## config.mk

```make
export PLATFORM = sky130hd
export DESIGN_NAME = fec_ctrl
export DESIGN_NICKNAME = d
export VERILOG_FILES = /design/src/rtl/fec_pkg.sv /design/src/rtl/fec_erase_timer.sv /design/src/rtl/fec_ctrl.sv
export SDC_FILE = /design/constraint.sdc
export NUM_CORES = 1
export LEC_CHECK = 0
export ABC_CLOCK_PERIOD_IN_PS = 2600
export BUFFER_PORTS_ARGS = -buffer_cell sky130_fd_sc_hd__buf_4
export CORE_MARGIN = 1
export CORE_UTILIZATION = 48
export DETAILED_ROUTE_END_ITERATION = 12
export GPL_ROUTABILITY_DRIVEN = 0
export GPL_TIMING_DRIVEN = 1
export PLACE_DENSITY = 0.76
export SKIP_CTS_REPAIR_TIMING = 1
export SKIP_LAST_GASP = 1
export SLEW_MARGIN = 20
export SYNTH_ARGS = -nofsm -noshare
export SYNTH_HDL_FRONTEND = slang
export SYNTH_SLANG_ARGS = --single-unit
```

## constraint.sdc

```tcl
create_clock -name clk -period 2.6 [get_ports clk]
set_input_delay 0.65 -clock clk [delete_from_list [all_inputs] [get_ports clk]]
set_output_delay 0.65 -clock clk [all_outputs]
set_load 0.05 [all_outputs]
```

## src/rtl/fec_pkg.sv

```systemverilog
// Package with constants and types for the flash erase command control.
// Function
// - Bulk erase: six writes; bad byte aborts
// - Exhausted erase attempts set error flag
// - Device preprograms to 00h, then erases 0FFh
// - Bulk erase ignores every command write
// - Extra sector codes within timeout restart it
// - Timeout flag zero counting, one erasing
// - Other command during timeout aborts to read
// - Sector erase accepts only reset, suspend
// - Suspend 0B0h with flash select, erase only
// - Suspend during timeout ends the timeout
// - Toggle stops 0.1 to 15us, then read
// - Suspended: only resume, reset; sector invalid
// - Reset while suspended leaves sector invalid
// - Resume 030h with flash select continues erase
// - Protected sectors silently skipped by erase
// - Primary protect flags bits 3..0, read only
// - Security bit 7, secondary protect bits 1..0
// - Reset single write, optional unlock, read mode
// - Reset ignored in bulk, aborts sector erase
// - SRAM enabled only by its select
// - Secondary beats primary; SRAM, I/O beat flash
// - Toggle flag inverts each busy flash read
// - Polling flag zero during erase
package fec_pkg;
    // Unlock and command codes with their addresses.
    localparam logic [11:0] ADDR_U1 = 12'h555;
    localparam logic [11:0] ADDR_U2 = 12'haaa;
    localparam logic [7:0] DATA_U1 = 8'haa;
    localparam logic [7:0] DATA_U2 = 8'h55;
    localparam logic [7:0] CMD_SETUP = 8'h80;
    localparam logic [7:0] CMD_BULK = 8'h10;
    localparam logic [7:0] CMD_SECT = 8'h30;
    localparam logic [7:0] CMD_RESUME = 8'h30;
    localparam logic [7:0] CMD_SUSP = 8'hb0;
    localparam logic [7:0] CMD_RESET = 8'hf0;
    // Protection registers inside the control register space.
    localparam logic [7:0] OFF_PRIM_PROT = 8'hc0;
    localparam logic [7:0] OFF_SEC_PROT = 8'hc2;
    // Status byte and secondary protect register bit positions.
    localparam int BIT_POLL = 7;
    localparam int BIT_TOGGLE = 6;
    localparam int BIT_ERROR = 5;
    localparam int BIT_TMO = 3;
    localparam int BIT_SECURITY = 7;
    // Sector counts.
    localparam int NPRIM = 4;
    localparam int NSEC = 2;
    localparam int NSECT = NPRIM + NSEC;
    // Timing at a 40 ns clock.
    localparam int CLK_NS = 40;
    localparam int TMO_NS = 100000;
    localparam int SUSP_NS = 100;
    localparam int TMO_CYC = TMO_NS / CLK_NS;
    localparam int SUSP_CYC = (SUSP_NS + CLK_NS - 1) / CLK_NS;
    localparam int TMO_W = 12;
    localparam logic [TMO_W-1:0] TMO_LOAD = TMO_CYC[TMO_W-1:0];
    localparam logic [1:0] SUSP_LOAD = SUSP_CYC[1:0];
    // Erase attempts before the error flag is raised.
    localparam logic [3:0] MAX_ATTEMPTS = 4'h8;

    // Bus request from the microcontroller core.
    typedef struct packed {
        logic wr;
        logic rd;
        logic [15:0] addr;
        logic [7:0] data;
    } fec_bus_t;

    // Command sequencer states, one-hot.
    typedef enum logic [10:0] {
        ST_READ  = 11'h001,
        ST_U1    = 11'h002,
        ST_U2    = 11'h004,
        ST_U3    = 11'h008,
        ST_U4    = 11'h010,
        ST_U5    = 11'h020,
        ST_ACCUM = 11'h040,
        ST_SERA  = 11'h080,
        ST_SUSPW = 11'h100,
        ST_SUSP  = 11'h200,
        ST_BULK  = 11'h400
    } fec_state_t;
endpackage : fec_pkg

```

## src/rtl/fec_erase_timer.sv

```systemverilog
// Sector accumulation timeout counter.
`timescale 1ns/10ps
module fec_erase_timer
    import fec_pkg::*;
(
    // Clock and reset.
    input wire logic clk,
    input wire logic resetn,
    // Control.
    input wire logic load,
    input wire logic stop,
    // Expiry pulse.
    output logic expired
);
    logic [TMO_W-1:0] count;
    logic [TMO_W-1:0] next_count;
    logic next_expired;

    // Count down from the load value; stop wins only without a load.
    always_comb begin
        next_count = count;
        next_expired = 1'b0;
        if (load) begin
            next_count = TMO_LOAD;
        end else if (stop) begin
            next_count = '0;
        end else if (count != '0) begin
            next_count = count - 1'b1;
            next_expired = (count == TMO_W'(1));
        end
    end

    // Registers.
    always_ff @(posedge clk) begin
        if (!resetn) begin
            count <= '0;
            expired <= 1'b0;
        end else begin
            count <= next_count;
            expired <= next_expired;
        end
    end
endmodule : fec_erase_timer

```

## src/rtl/fec_ctrl.sv

```systemverilog
// Erase command sequencer, status, protection and select priority.
`timescale 1ns/10ps
module fec_ctrl
    import fec_pkg::*;
(
    // Clock and reset.
    input wire logic clk,
    input wire logic resetn,
    // Core bus request and read data.
    input wire fec_bus_t bus,
    output logic [7:0] rdata,
    // Raw selects from the address decode logic.
    input wire logic [NPRIM-1:0] primary_sector_selects,
    input wire logic [NSEC-1:0] secondary_sector_selects,
    input wire logic sram_select,
    input wire logic control_register_space,
    // Protection straps set at programming time.
    input wire logic [NPRIM-1:0] prim_prot,
    input wire logic [NSEC-1:0] sec_prot,
    input wire logic security_set,
    // Resolved selects.
    output logic [NPRIM-1:0] prim_sel,
    output logic [NSEC-1:0] sec_sel,
    output logic sram_en,
    output logic io_en,
    // Flash array engine.
    output logic array_start,
    output logic array_erase,
    output logic [NSECT-1:0] array_sectors,
    output logic array_hold,
    input wire logic array_done,
    input wire logic array_ok,
    input wire logic [7:0] array_rdata,
    // Status.
    output logic busy,
    output logic error_flag,
    output logic [NSECT-1:0] sector_invalid
);
    // Sequencer state and erase engine bookkeeping.
    fec_state_t state, next_state;
    logic [NSECT-1:0] next_sectors;
    logic [NSECT-1:0] next_invalid;
    logic [NSECT-1:0] eff_sel;
    logic [NSECT-1:0] prot_all;
    logic [3:0] attempts, next_attempts;
    logic [1:0] susp_cnt, next_susp_cnt;
    logic eng_pre, next_eng_pre;
    logic eng_wait, next_eng_wait;
    logic toggle, next_toggle;
    logic next_error, next_start, next_erase_op;
    logic [7:0] next_rdata;
    logic [7:0] status;
    logic flash_any, wr, erasing, tmr_load, tmr_stop, tmr_exp;
    logic is_u1, is_u2, is_setup, is_bulk;

    // I/O space and SRAM win over flash; secondary wins over primary.
    always_comb begin
        eff_sel[NSECT-1:NPRIM] = secondary_sector_selects
            & {NSEC{~(sram_select | control_register_space)}};
        eff_sel[NPRIM-1:0] = primary_sector_selects
            & {NPRIM{~((|secondary_sector_selects) | sram_select
            | control_register_space)}};
    end

    assign prot_all = {sec_prot, prim_prot};
    // Only a select that survives the priority rules reaches the flash.
    assign flash_any = |eff_sel;
    // Commands count only when a flash select is high.
    assign wr = bus.wr & flash_any;
    assign is_u1 = (bus.addr[11:0] == ADDR_U1) & (bus.data == DATA_U1);
    assign is_u2 = (bus.addr[11:0] == ADDR_U2) & (bus.data == DATA_U2);
    assign is_setup = (bus.addr[11:0] == ADDR_U1)
        & (bus.data == CMD_SETUP);
    assign is_bulk = (bus.addr[11:0] == ADDR_U1) & (bus.data == CMD_BULK);
    assign erasing = (state == ST_SERA) | (state == ST_BULK)
        | (state == ST_SUSPW) | (state == ST_ACCUM);

    // Status byte; unlisted bits read as zero.
    // Bit 3 stays high outside the accumulation window by design.
    always_comb begin
        status = 8'h00;
        status[BIT_POLL] = 1'b0;
        status[BIT_TOGGLE] = toggle;
        status[BIT_ERROR] = error_flag;
        status[BIT_TMO] = (state != ST_ACCUM);
    end

    // Accumulation timeout counter; kept apart so its long count can be
    // retimed without touching the sequencer.
    fec_erase_timer i_fec_erase_timer (
        .clk(clk),
        .resetn(resetn),
        .load(tmr_load),
        .stop(tmr_stop),
        .expired(tmr_exp)
    );

    // Next-state logic for sequencer, engine and read data.
    always_comb begin
        next_state = state;
        next_sectors = array_sectors;
        next_invalid = sector_invalid;
        next_attempts = attempts;
        next_susp_cnt = susp_cnt;
        next_eng_pre = eng_pre;
        next_eng_wait = eng_wait;
        next_toggle = toggle;
        next_error = error_flag;
        next_start = 1'b0;
        next_erase_op = array_erase;
        next_rdata = 8'h00;
        tmr_load = 1'b0;
        tmr_stop = 1'b0;
        case (state)
            ST_READ: begin
                // A lone reset write leaves the sequencer in read mode.
                if (wr && is_u1) begin
                    next_state = ST_U1;
                end
                if (wr && bus.data == CMD_RESET) begin
                    next_error = 1'b0;
                end
            end

            // Any write that breaks the unlock order drops back to read.
            ST_U1: begin
                if (wr) begin
                    next_state = is_u2 ? ST_U2 : ST_READ;
                end
            end

            ST_U2: begin
                // Reset after the unlock pair also lands in read mode.
                if (wr) begin
                    next_state = is_setup ? ST_U3 : ST_READ;
                    if (bus.data == CMD_RESET) begin
                        next_error = 1'b0;
                    end
                end
            end

            // Second unlock pair after the setup code.
            ST_U3: begin
                if (wr) begin
                    next_state = is_u1 ? ST_U4 : ST_READ;
                end
            end

            ST_U4: begin
                if (wr) begin
                    next_state = is_u2 ? ST_U5 : ST_READ;
                end
            end

            // Sixth write picks bulk or sector erase; protected sectors drop.
            ST_U5: begin
                if (wr) begin
                    next_eng_pre = 1'b1;
                    next_eng_wait = 1'b0;
                    next_attempts = 4'h0;
                    if (is_bulk) begin
                        next_sectors = ~prot_all;
                        next_state = ST_BULK;
                    end else if (bus.data == CMD_SECT) begin
                        next_sectors = eff_sel & ~prot_all;
                        tmr_load = 1'b1;
                        next_state = ST_ACCUM;
                    end else begin
                        next_state = ST_READ;
                    end
                end
            end

            // The resume code equals the sector code, so 30h adds a sector.
            ST_ACCUM: begin
                if (wr) begin
                    if (bus.data == CMD_SECT) begin
                        next_sectors = array_sectors
                            | (eff_sel & ~prot_all);
                        tmr_load = 1'b1;
                    end else if (bus.data == CMD_SUSP) begin
                        tmr_stop = 1'b1;
                        next_susp_cnt = SUSP_LOAD;
                        next_state = ST_SUSPW;
                    end else if (bus.data != CMD_RESUME) begin
                        tmr_stop = 1'b1;
                        next_state = ST_READ;
                    end
                end else if (tmr_exp) begin
                    next_state = ST_SERA;
                end
            end

            ST_SERA: begin
                // Everything but reset and suspend is dropped here.
                if (wr && bus.data == CMD_RESET) begin
                    next_state = ST_READ;
                end else if (wr && bus.data == CMD_SUSP) begin
                    next_susp_cnt = SUSP_LOAD;
                    next_state = ST_SUSPW;
                end
            end

            ST_SUSPW: begin
                // Toggle keeps running until the array has parked.
                if (wr && bus.data == CMD_RESET) begin
                    next_invalid = sector_invalid | array_sectors;
                    next_state = ST_READ;
                end else if (susp_cnt == 2'h1) begin
                    next_state = ST_SUSP;
                end else begin
                    next_susp_cnt = susp_cnt - 2'h1;
                end
            end

            // Reads go to the array; only resume or reset leave this state.
            ST_SUSP: begin
                if (wr && bus.data == CMD_RESUME) begin
                    next_state = ST_SERA;
                end else if (wr && bus.data == CMD_RESET) begin
                    next_invalid = sector_invalid | array_sectors;
                    next_state = ST_READ;
                end
            end

            ST_BULK: begin
                // Writes are ignored, reset included.
                next_state = ST_BULK;
            end

            // An illegal code after an upset falls back to read mode.
            default: begin
                next_state = ST_READ;
            end
        endcase

        // Erase engine: program all to 00h, then erase with retries.
        if (state == ST_SERA || state == ST_BULK) begin
            if (!eng_wait && next_state == state) begin
                next_start = 1'b1;
                next_erase_op = ~eng_pre;
                next_eng_wait = 1'b1;
            end else if (eng_wait && array_done) begin
                next_eng_wait = 1'b0;
                if (eng_pre) begin
                    next_eng_pre = 1'b0;
                end else if (array_ok) begin
                    next_invalid = sector_invalid & ~array_sectors;
                    next_state = ST_READ;
                end else if (attempts + 4'h1 == MAX_ATTEMPTS) begin
                    next_error = 1'b1;
                    next_state = ST_READ;
                end else begin
                    next_attempts = attempts + 4'h1;
                end
            end
        end
        // A pass may end while the suspend is settling; note it so the
        // resumed erase does not wait for a done that already came.
        if (state == ST_SUSPW && eng_wait && array_done) begin
            next_eng_wait = 1'b0;
            if (eng_pre) begin
                next_eng_pre = 1'b0;
            end
        end
        // An aborted sector erase forgets the pass it was waiting for.
        if (state == ST_SERA && next_state == ST_READ && wr) begin
            next_eng_wait = 1'b0;
        end

        // Reads: status while busy or failed, else array or registers.
        // Toggle only advances on flash reads, never on SRAM or I/O reads.
        if (bus.rd && flash_any) begin
            if (erasing) begin
                next_toggle = ~toggle;
                next_rdata = status;
            end else if (error_flag) begin
                next_rdata = status;
            end else begin
                next_rdata = array_rdata;
            end
        end else if (bus.rd && control_register_space) begin
            if (bus.addr[7:0] == OFF_PRIM_PROT) begin
                next_rdata[NPRIM-1:0] = prim_prot;
            end else if (bus.addr[7:0] == OFF_SEC_PROT) begin
                next_rdata[BIT_SECURITY] = security_set;
                next_rdata[NSEC-1:0] = sec_prot;
            end
        end
    end

    // Registers for the sequencer and engine.
    always_ff @(posedge clk) begin
        if (!resetn) begin
            state <= ST_READ;
            array_sectors <= '0;
            sector_invalid <= '0;
            attempts <= 4'h0;
            susp_cnt <= 2'h0;
            eng_pre <= 1'b0;
            eng_wait <= 1'b0;
            toggle <= 1'b0;
            error_flag <= 1'b0;
            array_start <= 1'b0;
            array_erase <= 1'b0;
            rdata <= 8'h00;
        end else begin
            state <= next_state;
            array_sectors <= next_sectors;
            sector_invalid <= next_invalid;
            attempts <= next_attempts;
            susp_cnt <= next_susp_cnt;
            eng_pre <= next_eng_pre;
            eng_wait <= next_eng_wait;
            toggle <= next_toggle;
            error_flag <= next_error;
            array_start <= next_start;
            array_erase <= next_erase_op;
            rdata <= next_rdata;
        end
    end

    // Registered selects and busy; the SRAM is gated by its select only.
    always_ff @(posedge clk) begin
        if (!resetn) begin
            prim_sel <= '0;
            sec_sel <= '0;
            sram_en <= 1'b0;
            io_en <= 1'b0;
            array_hold <= 1'b0;
            busy <= 1'b0;
        end else begin
            prim_sel <= eff_sel[NPRIM-1:0];
            sec_sel <= eff_sel[NSECT-1:NPRIM];
            sram_en <= sram_select;
            io_en <= control_register_space;
            array_hold <= (next_state == ST_SUSP);
            busy <= (next_state == ST_ACCUM) | (next_state == ST_SERA)
                | (next_state == ST_BULK) | (next_state == ST_SUSPW);
        end
    end
endmodule : fec_ctrl

```

# After elaboration in Yosys (flattened, before gate mapping)
# Cells that the tools add are included.
# classes
n_eq_ne	44
muxes	108
add_sub_neg	3
n_bitwise	29
reduce_logical	30
# op_table
op	n
$mux 11	24
$pmux 11 s11	1
$mux 6	13
$eq 8x8->1 const B	6
$mux 4	11
$mux 1	36
$mux 12	3
$pmux 6 s2	2
$eq 11x1->1 const B	2
$eq 11x10->1 const B	2
$eq 11x11->1 const B	2
$eq 11x7->1 const B	2
$eq 11x8->1 const B	2
$eq 11x9->1 const B	2
$mux 2	10
$mux 8	2
$ne 2x2->1 const B	7
$and 6x6->6	2
$eq 12x1->1 const B	1
$eq 12x11->1 const B	1
$eq 12x12->1 const B	1
$logic_and 1x1->1	12
$not 6->6	2
$or 6x6->6	2
other kinds (40)	66
# word_totals
output_inout_bits	33
word_cells	237
inputBits	53
reg_bits	66

# Depth between registers and ports, before layout
# Gate-level depths: netlist (run 1).
# depth
word_depth	21
depth_mapped	9

# Hierarchy
# A second synthesis (run 1) with hierarchy kept.
# unflattened
cells_unflattened	434
area_unflattened_um2	3631.0
# by_module_without_submodules
module	area_per_inst_um2	seq_area_each_um2	instances	cells_each
fec_ctrl	2925.3	1061.0	1	357
fec_erase_timer	705.7	260.2	1	77

# Worst setup path after synthesis (run 1)
# OpenSTA, ideal clock, no wires.
# synth_path
path_type	input to register
start	input port bus[1] in the netlist's numbering
end	register state[0]
path_slack_ps	-199
arrival_ps	2673
path_stages	7
setup_time_ps	127
path_buffers	1
cell_sequence	or4b_4 > or3_1 > buf_2 > or3_1 > a41oi_2 > a311oi_1 > or3_1
# synth_via
elab_chain_len	12
word_cells_on_any_way	46
classes_between	9 x eq/ne; 28 x mux; 4 x bitwise; 5 x reduce/logical
# synth_rtl
item	line_no	source
start, declared	fec_ctrl.sv:10	input wire fec_bus_t bus,
$ne 8x6->1	fec_ctrl.sv:185	end else if (bus.data != CMD_RESUME) begin
$mux 11	fec_ctrl.sv:185	
$mux 11	fec_ctrl.sv:181	end else if (bus.data == CMD_SUSP) begin
$mux 11	fec_ctrl.sv:177	if (bus.data == CMD_SECT) begin
$mux 11	fec_ctrl.sv:176	if (wr) begin
$pmux 11 s11 *	fec_ctrl.sv:114	case (state)
$mux 11	fec_ctrl.sv:250	end else if (attempts + 4'h1 == MAX_ATTEMPTS) begin
$mux 11	fec_ctrl.sv:247	end else if (array_ok) begin
$mux 11	fec_ctrl.sv:245	if (eng_pre) begin
$mux 11	fec_ctrl.sv:243	end else if (eng_wait && array_done) begin
$mux 11	fec_ctrl.sv:239	if (!eng_wait && next_state == state) begin
$mux 11 *	fec_ctrl.sv:238	if (state == ST_SERA || state == ST_BULK) begin
end signal, assigned	fec_ctrl.sv:308	state <= next_state;
end, declared	fec_ctrl.sv:40	fec_state_t state, next_state;
# Every way passes the cells marked *; elsewhere a longest branch is shown, timed or not.
# A chain may end at the register's enable or synchronous reset.

# Worst setup path after layout (run 1)
# layout_path
start	input port bus[6] in the netlist's numbering
end	register eng_wait
# layout_via
elab_chain_len	16
word_cells_on_any_way	52
classes_between	10 x eq/ne; 30 x mux; 4 x bitwise; 8 x reduce/logical
# layout_rtl
item	line_no	source
$ne 8x6->1	fec_ctrl.sv:185	
$mux 11	fec_ctrl.sv:185	
$mux 11	fec_ctrl.sv:181	
$mux 11	fec_ctrl.sv:177	
$mux 11	fec_ctrl.sv:176	
$pmux 11 s11 *	fec_ctrl.sv:114	
$mux 11	fec_ctrl.sv:250	
$mux 11	fec_ctrl.sv:247	
$mux 11	fec_ctrl.sv:245	
$mux 11	fec_ctrl.sv:243	
$mux 11	fec_ctrl.sv:239	
$mux 11	fec_ctrl.sv:238	
$eq 11x1->1	fec_ctrl.sv:267	if (state == ST_SERA && next_state == ST_READ && wr) begin
$logic_and 1x1->1 (2 in a row)	fec_ctrl.sv:267	
$reduce_or 3->1 (no source line)	--	
end signal, assigned	fec_ctrl.sv:314	eng_wait <= next_eng_wait;
end, declared	fec_ctrl.sv:48	logic eng_wait, next_eng_wait;
# Marks and branches as above.

==> impl_results.md, run 1 <==
- Mapped cell area: 3540 µm²
- Power Total: 2800 µW
- Final setup viols: 1
- Synth area leader: dfxtp_1
- Fin cells: 670
- Critical Path Fanout Max: 5
- Top cells by area, synth: dfxtp_1, nor2_1, a21oi_1
- Most numerous cell in the Yosys netlist: dfxtp_1
- F_max: 382 MHz
- Synthesized-area fraction occupied by and/or/nand/nor cells: 34.5%
- Initial antenna violation count: 0
- Seq/Total Area, Yosys: 37.3%
- Commonest cells post-synth: dfxtp_1, nor2_1, a21oi_1
- Clock sink count: 66
- 1st-iter DRT viols: 297
- Final Cell Area: 4940 µm²
- Final WS setup: -16.0 ps
- Pint: 1910 µW
- Area growth from synthesis to layout: 39.6%
- Synth Area in Adders: 1.41%
- CTS buffer count: 9
- IO Pins: 86
- Slew headroom: 55.3%
- Worst Tran Pin Value: 669 ps
- Worst Path Arrival: 2910 ps
- Vias: 3,919
- Die Ht: 87.9 µm
- Fin. Hold Viols: 0
- Final worst path period share: 101%
- Clock H-tree levels: 3
- Ys async rst share: 0%
- Crit Path Class: in -> reg
- First-pass iteration count of the detailed router: 5
- Chip Width: 87.9 µm
- Per-cell routed wire length: 15.9 µm
- Pin count of the biggest net entering global routing: 38
- FF+latch area: 1320 µm²
- Top-area cell type share of the netlist area: 37.3%
- Post-DP Area: 4660 µm²
- Crit-path cells: buf_4 > or4b_4 > or3_4 > or3_1 > a41oi_2 > a311oi_2 > o31ai_2 > nor3b_2
- Most used DFF post-synth: dfxtp_1
- Nets: 626
- Post-synth EDFFs: 0
- Unrepaired setup endpoints after global routing: yes
- Drt total wl: 10.6 mm
- Worst vdd ir: 0.000460 V
- Avg Cell Area, Syn: 8.10 µm²
- Multiplexer area fraction after synthesis: 0.565%
- Multi-input gate area: 2190 µm²
- # port buffers: 81
- Syn Inst Count: 437
- Std-Cell Rows: 30
- Crit path capture type: register
- YS warnings: 0
- CORE AREA: 6940 µm²
- Clk root buf: clkbuf_8
- Clock skew: 6.68 ps
- Net switching power: 896 µW
- First-pass GRT wire length: 16.8 mm
- Share of layout cells above drive strength 1: 33.3%
- Via density: 5.85
- Critical path launch point type: input pin
- Vias in the first global route: 3,648
- Clock Power Share: 31.6%
- Sw Share: 32.0%
- Max_cap viols: 0
- Yosys cell types: 61
- Die area: 7720 µm²
- Fill cells: 554
- Worst path required time: 2890 ps
- HP Class: reg -> reg
- Hold_ws: 500 ps
- Register bit total from synthesis: 66
- Static Leak: 0.00206 µW
- Remaining DRCs: 0
- CTS tree: done
- Slew Limit Fails: 0
- Placed insts: 652
- Syn_nets: 494
- Synth Area in Compound Gates: 17.6%
- Detail Placement HPWL: 8.03 mm
- Global route overflow: 0
- Status: complete, but fails checks
- Max Root-Sink Buffers: 2
- CTS clock-pin slew for the worst setup and hold paths: 80 ps
- Routed Antenna Nets: 0
- Pwr dens: 566 nW/µm²
- Ant diodes: 0
- Worst skew pair latency: 360 ps
- Critical-path top delay cell: or4b_4
- Combinational share of power: 26.1%
- Gr usage total: 28.2%
- Xor/xnor share of the synthesized area: 5.19%
- Min Tclk post-route: 2620 ps
- Initial Util: 51.0%
- Largest family of logic cells by synthesized area: simple AND/OR/NAND/NOR gates
- Failing checks: setup timing
- Max stage delay on crit path: 550 ps
- Sequential fraction of design power: 42.3%
[power groups by stage]
stage | clock network, µW | registers, µW | logic [µW]
final | 886 | 1190 | 730
after global routing | 934 | 1190 | 813
after CTS | 892 | 1180 | 725
after detailed placement | 0 | 1200 | 716
after global placement | 0 | 1200 | 684
after floorplan | 0 | 1200 | 499
[worst max-delay path: cells and delay by family]
kind | cells | cell delay [ps]
buffers and inverters | 1 | 110
and+or+nand+nor | 4 | 1510
AOI/OAI and AO/OA | 3 | 630
[final timing paths]
| path | from | end | slack [ps] | cells past startpoint |
|---|---|---|---|---|
| worst max-delay path | bus[6] | eng_wait | -20 | 8 |
| worst min-delay path | attempts[3] | attempts[3] | 500 | 2 |
| worst max register to register | state[0] | eng_wait | 210 | 8 |
| worst min register to register | attempts[3] | attempts[3] | 500 | 2 |
[layer usage]
metal / track usage (%) / share of wire [%] / vias up / wire, µm
li1: - / - / 1878 / -
met1: 35.0 / 42 / 1848 / 4460
met2: 47.4 / 48 / 167 / 5130
met3: 5.18 / 6.8 / 26 / 725
met4: 13.0 / 3.0 / 0 / 316
met5: 0 / 0 / - / 0
[logic make-up (layout without fill, tap and decap cells)]
group                    Yosys count  count (layout)
multiplexers                       2               2
flip-flops                        66              66
AO/OA/AOI/OAI                     92              92
adder cells (fa/ha/maj)            4               4
XOR/XNOR                          21              21
AND/OR/NAND/NOR                  221             221
buffers and inverters             31             168
[through the flow]
step	setup TNS [ps]	utilization, %	worst slack, ps
2_1_floorplan	-884	-	-159
3_3_place_gp	-5040	67.2	-378
3_5_place_dp	-6030	67.2	-438
4_1_cts	-94.3	70.0	-94.3
5_1_grt	-141	71.2	-48.6
6_report	-16.0	71.2	-16.0
[registers in the layout (all words and copies together), names as in the netlist, 2 cells and up]
name and count:
sector_invalid 6, state 11, prim_sel 4, rdata 8
sec_sel 2, array_sectors 6, attempts 4, susp_cnt 2
i_fec_erase_timer.count 12
[area by class of cell]
| type | instances | share of cell area (%) |
|---|---|---|
| timing repair buffer | 141 | 21.6 |
| clock buffer | 9 | 2.51 |
| sequential | 66 | 26.7 |
| clock inverter | 7 | 1.54 |
| multi-input combinational | 340 | 44.3 |
| tap | 96 | 2.43 |
| inverter | 11 | 0.835 |
[placed cells by master (no fill, tap or decap), types with 4 or more instances in the layout]
master / n
or3_1: 7
o21a_1: 5
inv_1: 10
o21ai_0: 8
nor4b_1: 6
dfxtp_1: 66
buf_4: 138
nor2_1: 63
nor4_1: 6
a21oi_2: 6
nand3_1: 15
a311oi_1: 4
nand2_1: 25
a21oi_1: 24
xnor2_1: 9
xor2_1: 12
and3_1: 13
clkbuf_8: 9
nor3_1: 21
and2_1: 5
a211oi_1: 16
nand4_1: 12
a22oi_1: 4
nor2b_1: 10
ha_1: 4
Power figures use the tool's default switching activity.
==> run 2: changes to the inputs <==
- PLACE_DENSITY: 0.76 -> unset
- PLACE_DENSITY_LB_ADDON: unset -> 0.15
- REMOVE_ABC_BUFFERS: unset -> 1
==> impl_results.md, run 2 (same netlist as run 1, synthesis figures left out) <==
- Most flops, register: i_fec_erase_timer.count
- # port buffers: 81
- Regs by FF count: i_fec_erase_timer.count x12, state x11, rdata x8
- Worst Tran Pin Value: 689 ps
- Worst path required time: 2870 ps
- Initial Util: 51.0%
- 1st-iter DRT viols: 250
- Final worst path period share: 99.1%
- Status: completed
- Met3 Use GR: 4.90%
- Final Cell Area: 4920 µm²
- Max_cap viols: 0
- Drt total wl: 10.6 mm
- Chip Width: 87.9 µm
- First-pass GRT wire length: 16.3 mm
- Most frequent cells in the layout: buf_4, dfxtp_1, nor2_1
- Post-DP Area: 4600 µm²
- Met1 Usage GRT: 34.5%
- Crit-path cells: buf_6 > or4b_4 > or3_4 > or3_1 > a41oi_2 > a311oi_2 > o31ai_2 > nor3b_2
- Area growth from synthesis to layout: 38.9%
- CTS tree: done
- Global route overflow: 0
- Cell family with the largest share of critical-path delay: simple AND/OR/NAND/NOR gates
- Hold_ws: 503 ps
- Detail Placement HPWL: 7.76 mm
- Nets: 623
- Final setup viols: 0
- Min Tclk post-route: 2580 ps
- Vias in the first global route: 3,473
- IO Pins: 86
- Max stage delay on crit path: 540 ps
- Clock H-tree levels: 3
- Max Root-Sink Buffers: 2
- Fin. Hold Viols: 0
- Fill cells: 573
- Most common cell after layout, fill and taps aside: buf_4
- CORE AREA: 6940 µm²
- CP bufs+invs: 1
- Die Ht: 87.9 µm
- Crit path capture type: register
- Fin util: 70.8%
- Fin cells: 667
- Critical-path top delay cell: or4b_4
- Clock sink count: 66
- M2 GR Usage: 47.6%
- Critical Path Fanout Max: 3
- Share of layout cells above drive strength 1: 32.7%
- Gr busiest metal: met2
- Slew headroom: 54.0%
- Pin count of the biggest net entering global routing: 38
- Std-Cell Rows: 30
- Critical path launch point type: input pin
- Worst skew pair latency: 350 ps
- Placed insts: 649
- Via density: 5.80
- HP Class: reg -> reg
- Gr usage total: 27.8%
- Die area: 7720 µm²
- Vias: 3,869
- FF+latch area: 1320 µm²
- Max reg flops: 12
- Initial antenna violation count: 0
- CTS clock-pin slew for the worst setup and hold paths: 70 ps
- Worst Path Arrival: 2850 ps
- Ant diodes: 0
- Slew Limit Fails: 0
- Unrepaired setup endpoints after global routing: yes
- Multi-input gate area: 2180 µm²
- Static Leak: 0.00203 µW
- Crit Path Class: in -> reg
- First-pass iteration count of the detailed router: 5
- Clock skew: 8.42 ps
- Clk root buf: clkbuf_8
- Pwr dens: 568 nW/µm²
- Per-cell routed wire length: 16.0 µm
- Worst vdd ir: 0.000627 V
- CTS buffer count: 9
- Routed Antenna Nets: 0
- F_max: 388 MHz
- Remaining DRCs: 0
==> run 2: cell types whose count changed in the layout (fill, tap and decap cells not counted), sizes merged <==
cell,delta
clkbuf,+1
buf,-3
inv,-1
==> run 2: cell type report <==
cell class,instances,share of cell area [%]
flip-flops and latches,66,26.9
clock inverters,6,1.30
well taps,96,2.44
repair buffers,138,21.4
inverters,11,0.839
multi-input cells,340,44.4
clock buffers,10,2.80
==> run 2: per-layer routing <==
metal / vias up / share of wire (%) / wire (µm)
li1: 1873 / - / -
met1: 1785 / 43 / 4590
met2: 188 / 47 / 4960
met3: 23 / 8.3 / 883
met4: 0 / 1.9 / 206
met5: - / 0 / 0
==> run 2: per-stage QoR <==
| stage | setup slack (ps) | total power [µW] | setup TNS, ps |
|---|---|---|---|
| 2_1_floorplan | -243 | 1690 | -3450 |
| 3_3_place_gp | -282 | 1880 | -4930 |
| 3_5_place_dp | -355 | 1910 | -5550 |
| 4_1_cts | 3.81 | 2790 | 0 |
| 5_1_grt | -80.5 | 2950 | -80.5 |
| 6_report | 22.1 | 2790 | 0 |
==> run 2: worst paths after layout <==
kind / from / end / slack (ps) / depth (start not counted)
worst min register to register: attempts[3] / attempts[3] / 500 / 2
worst max-delay path: bus[6] / eng_wait / 20 / 8
worst min-delay path: attempts[3] / attempts[3] / 500 / 2
worst max register to register: state[1] / attempts[3] / 180 / 8
==> run 2: worst register-to-register path, stage by stage (launching register included) <==
cell	delay (ps)
dfxtp_1	390
nor4_1	330
buf_4	220
nand4_1	270
nor4_1	420
nand2b_1	190
and2_1	230
o21ai_0	170
a21oi_1	80
==> run 2: where the power goes <==
part           total (µW)  switching [µW]  internal (µW)  leakage, µW
combinational         724             373            351      0.00140
sequential           1180            76.9           1100     0.000535
clock                 889             421            469    0.0000987
==> run 3: changes to the inputs <==
- ABC_CLOCK_PERIOD_IN_PS: 2600 -> 3180
- CORE_UTILIZATION: 48 -> 58
- REMOVE_ABC_BUFFERS: 1 -> unset
- clock period: 2.6 -> 3.18 ns (I/O delays scaled with it)
==> impl_results.md, run 3 (same netlist as run 1, synthesis figures left out) <==
- Clock skew: 6.77 ps
- CTS tree: done
- Nets: 584
- Critical path launch point: bus[15]
- First-pass GRT wire length: 16.2 mm
- CP bufs+invs: 2
- Clk root buf: clkbuf_8
- Slew Limit Fails: 0
- Max Root-Sink Buffers: 2
- Crit path capture type: register
- Critical path launch point type: input pin
- Initial Util: 59.8%
- Regs by FF count: i_fec_erase_timer.count x12, state x11, rdata x8
- Critical Path Fanout Max: 4
- Worst vdd ir: 0.000571 V
- CTS buffer count: 9
- First-pass iteration count of the detailed router: 5
- WP depth: 9
- Multi-input gate area: 2100 µm²
- Power Total: 2330 µW
- Drt total wl: 10.3 mm
- Fin Setup TNS: 0 ps
- Clock H-tree levels: 3
- Via density: 6.17
- # port buffers: 81
- Most frequent cells in the layout: buf_4, dfxtp_1, nor2_1
- Chip Width: 80.1 µm
- HP Class: reg -> reg
- Fill cells: 428
- Unrepaired setup endpoints after global routing: no
- Worst hold path startpoint: attempts[1]
- CTS clock-pin slew for the worst setup and hold paths: 80 ps
- Std-Cell Rows: 28
- 1st-iter DRT viols: 252
- F_max: 347 MHz
- RR Startpoint: state[9]
- Per-cell routed wire length: 16.9 µm
- Routed Antenna Nets: 0
- Static Leak: 0.00184 µW
- Slew headroom: 55.8%
- Share of layout cells above drive strength 1: 24.4%
- Clock sink count: 66
- Worst Tran Pin Value: 658 ps
- Max stage delay on crit path: 590 ps
- Initial antenna violation count: 0
- Crit Path Class: in -> reg
- Pin count of the biggest net entering global routing: 38
- Detail Placement HPWL: 7.55 mm
- Area growth from synthesis to layout: 27.6%
- FF+latch area: 1320 µm²
- Pwr dens: 516 nW/µm²
- Final setup viols: 0
- Global route overflow: 0
- Hold_ws: 493 ps
- Hold endpoint: attempts[1]
- Remaining DRCs: 0
- Gr usage total: 33.1%
- Die area: 6420 µm²
- IO Pins: 86
- CP most frequent cell: buf_4
- Fin. Hold Viols: 0
- Worst skew pair latency: 340 ps
- Die Ht: 80.1 µm
- Critical-path top delay cell: or4bb_1
- Worst path required time: 3460 ps
- Vias in the first global route: 3,494
- Final worst path period share: 90.5%
- Min Tclk post-route: 2880 ps
- RR Endpoint: rdata[1]
- Cell family with the largest share of critical-path delay: simple AND/OR/NAND/NOR gates
- Crit-path cells: buf_4 > or4bb_1 > nor4_4 > nand3_2 > a2111o_1 > buf_4 > a211oi_1 > a21oi_1 > nor2_1
- FF-to-FF path depth: 7
- Most common cell after layout, fill and taps aside: buf_4
- Flop2flop setup slack: 550 ps
- Status: completed
- Vias: 3,745
- Max reg flops: 12
- CORE AREA: 5920 µm²
- Ant diodes: 0
- Most flops, register: i_fec_erase_timer.count
- Hold depth: 2
- Max_cap viols: 0
- Worst Path Arrival: 3160 ps
## run 3: cell types whose count changed in the layout (fill, tap and decap cells not counted), sizes merged
cell	previous run	this run
bufinv	1	2
buf	138	99
clkinvlp	2	1
## run 3: stage by stage
stage / cells / util [%] / area [µm²] / setup WS (ps)
after CTS: 607 / 76.3 / 4520 / 307
after global routing: 607 / 76.3 / 4520 / 199
final: 607 / 76.3 / 4520 / 302
after detailed placement: 591 / 72.6 / 4300 / 76.9
after global placement: 591 / 72.6 / 4300 / 122
after floorplan: 437 / - / 3540 / 236
## run 3: routing by layer
layer	track usage, %	routed length (µm)	part of all wire (%)
met4	13.4	300	2.9
met3	7.84	928	9.0
met5	0	0	0
met1	39.0	4160	40
met2	57.4	4880	48
## run 3: tightest hold or removal path: cells and delay by family (launching register included)
| kind | cells | cell delay, ps |
|---|---|---|
| AO/OA/AOI/OAI | 1 | 60 |
| flip-flops | 1 | 330 |
| AND/OR/NAND/NOR | 1 | 60 |
## run 3: how the worst max path moves through the flow
stage                                  end  slack [ps]
final                     array_sectors[4]         300
after global routing      array_sectors[4]         200
after CTS                 array_sectors[4]         310
after detailed placement  array_sectors[4]          80
after global placement    array_sectors[2]         120
after floorplan                   state[0]         240
## run 3: layout make-up
| type | instances | share of cell area [%] |
|---|---|---|
| clock buffers | 10 | 2.83 |
| clock inverters | 6 | 1.99 |
| inverters | 11 | 0.914 |
| multi-input cells | 340 | 46.5 |
| flip-flops and latches | 66 | 29.3 |
| well taps | 75 | 2.08 |
| repair buffers | 99 | 16.5 |
## run 3: power by group
group / leakage, µW / total (µW) / internal [µW] / switching (µW)
sequential: 0.000535 / 971 / 902 / 69.3
clock: 0.000107 / 789 / 445 / 345
combinational: 0.00120 / 569 / 269 / 300
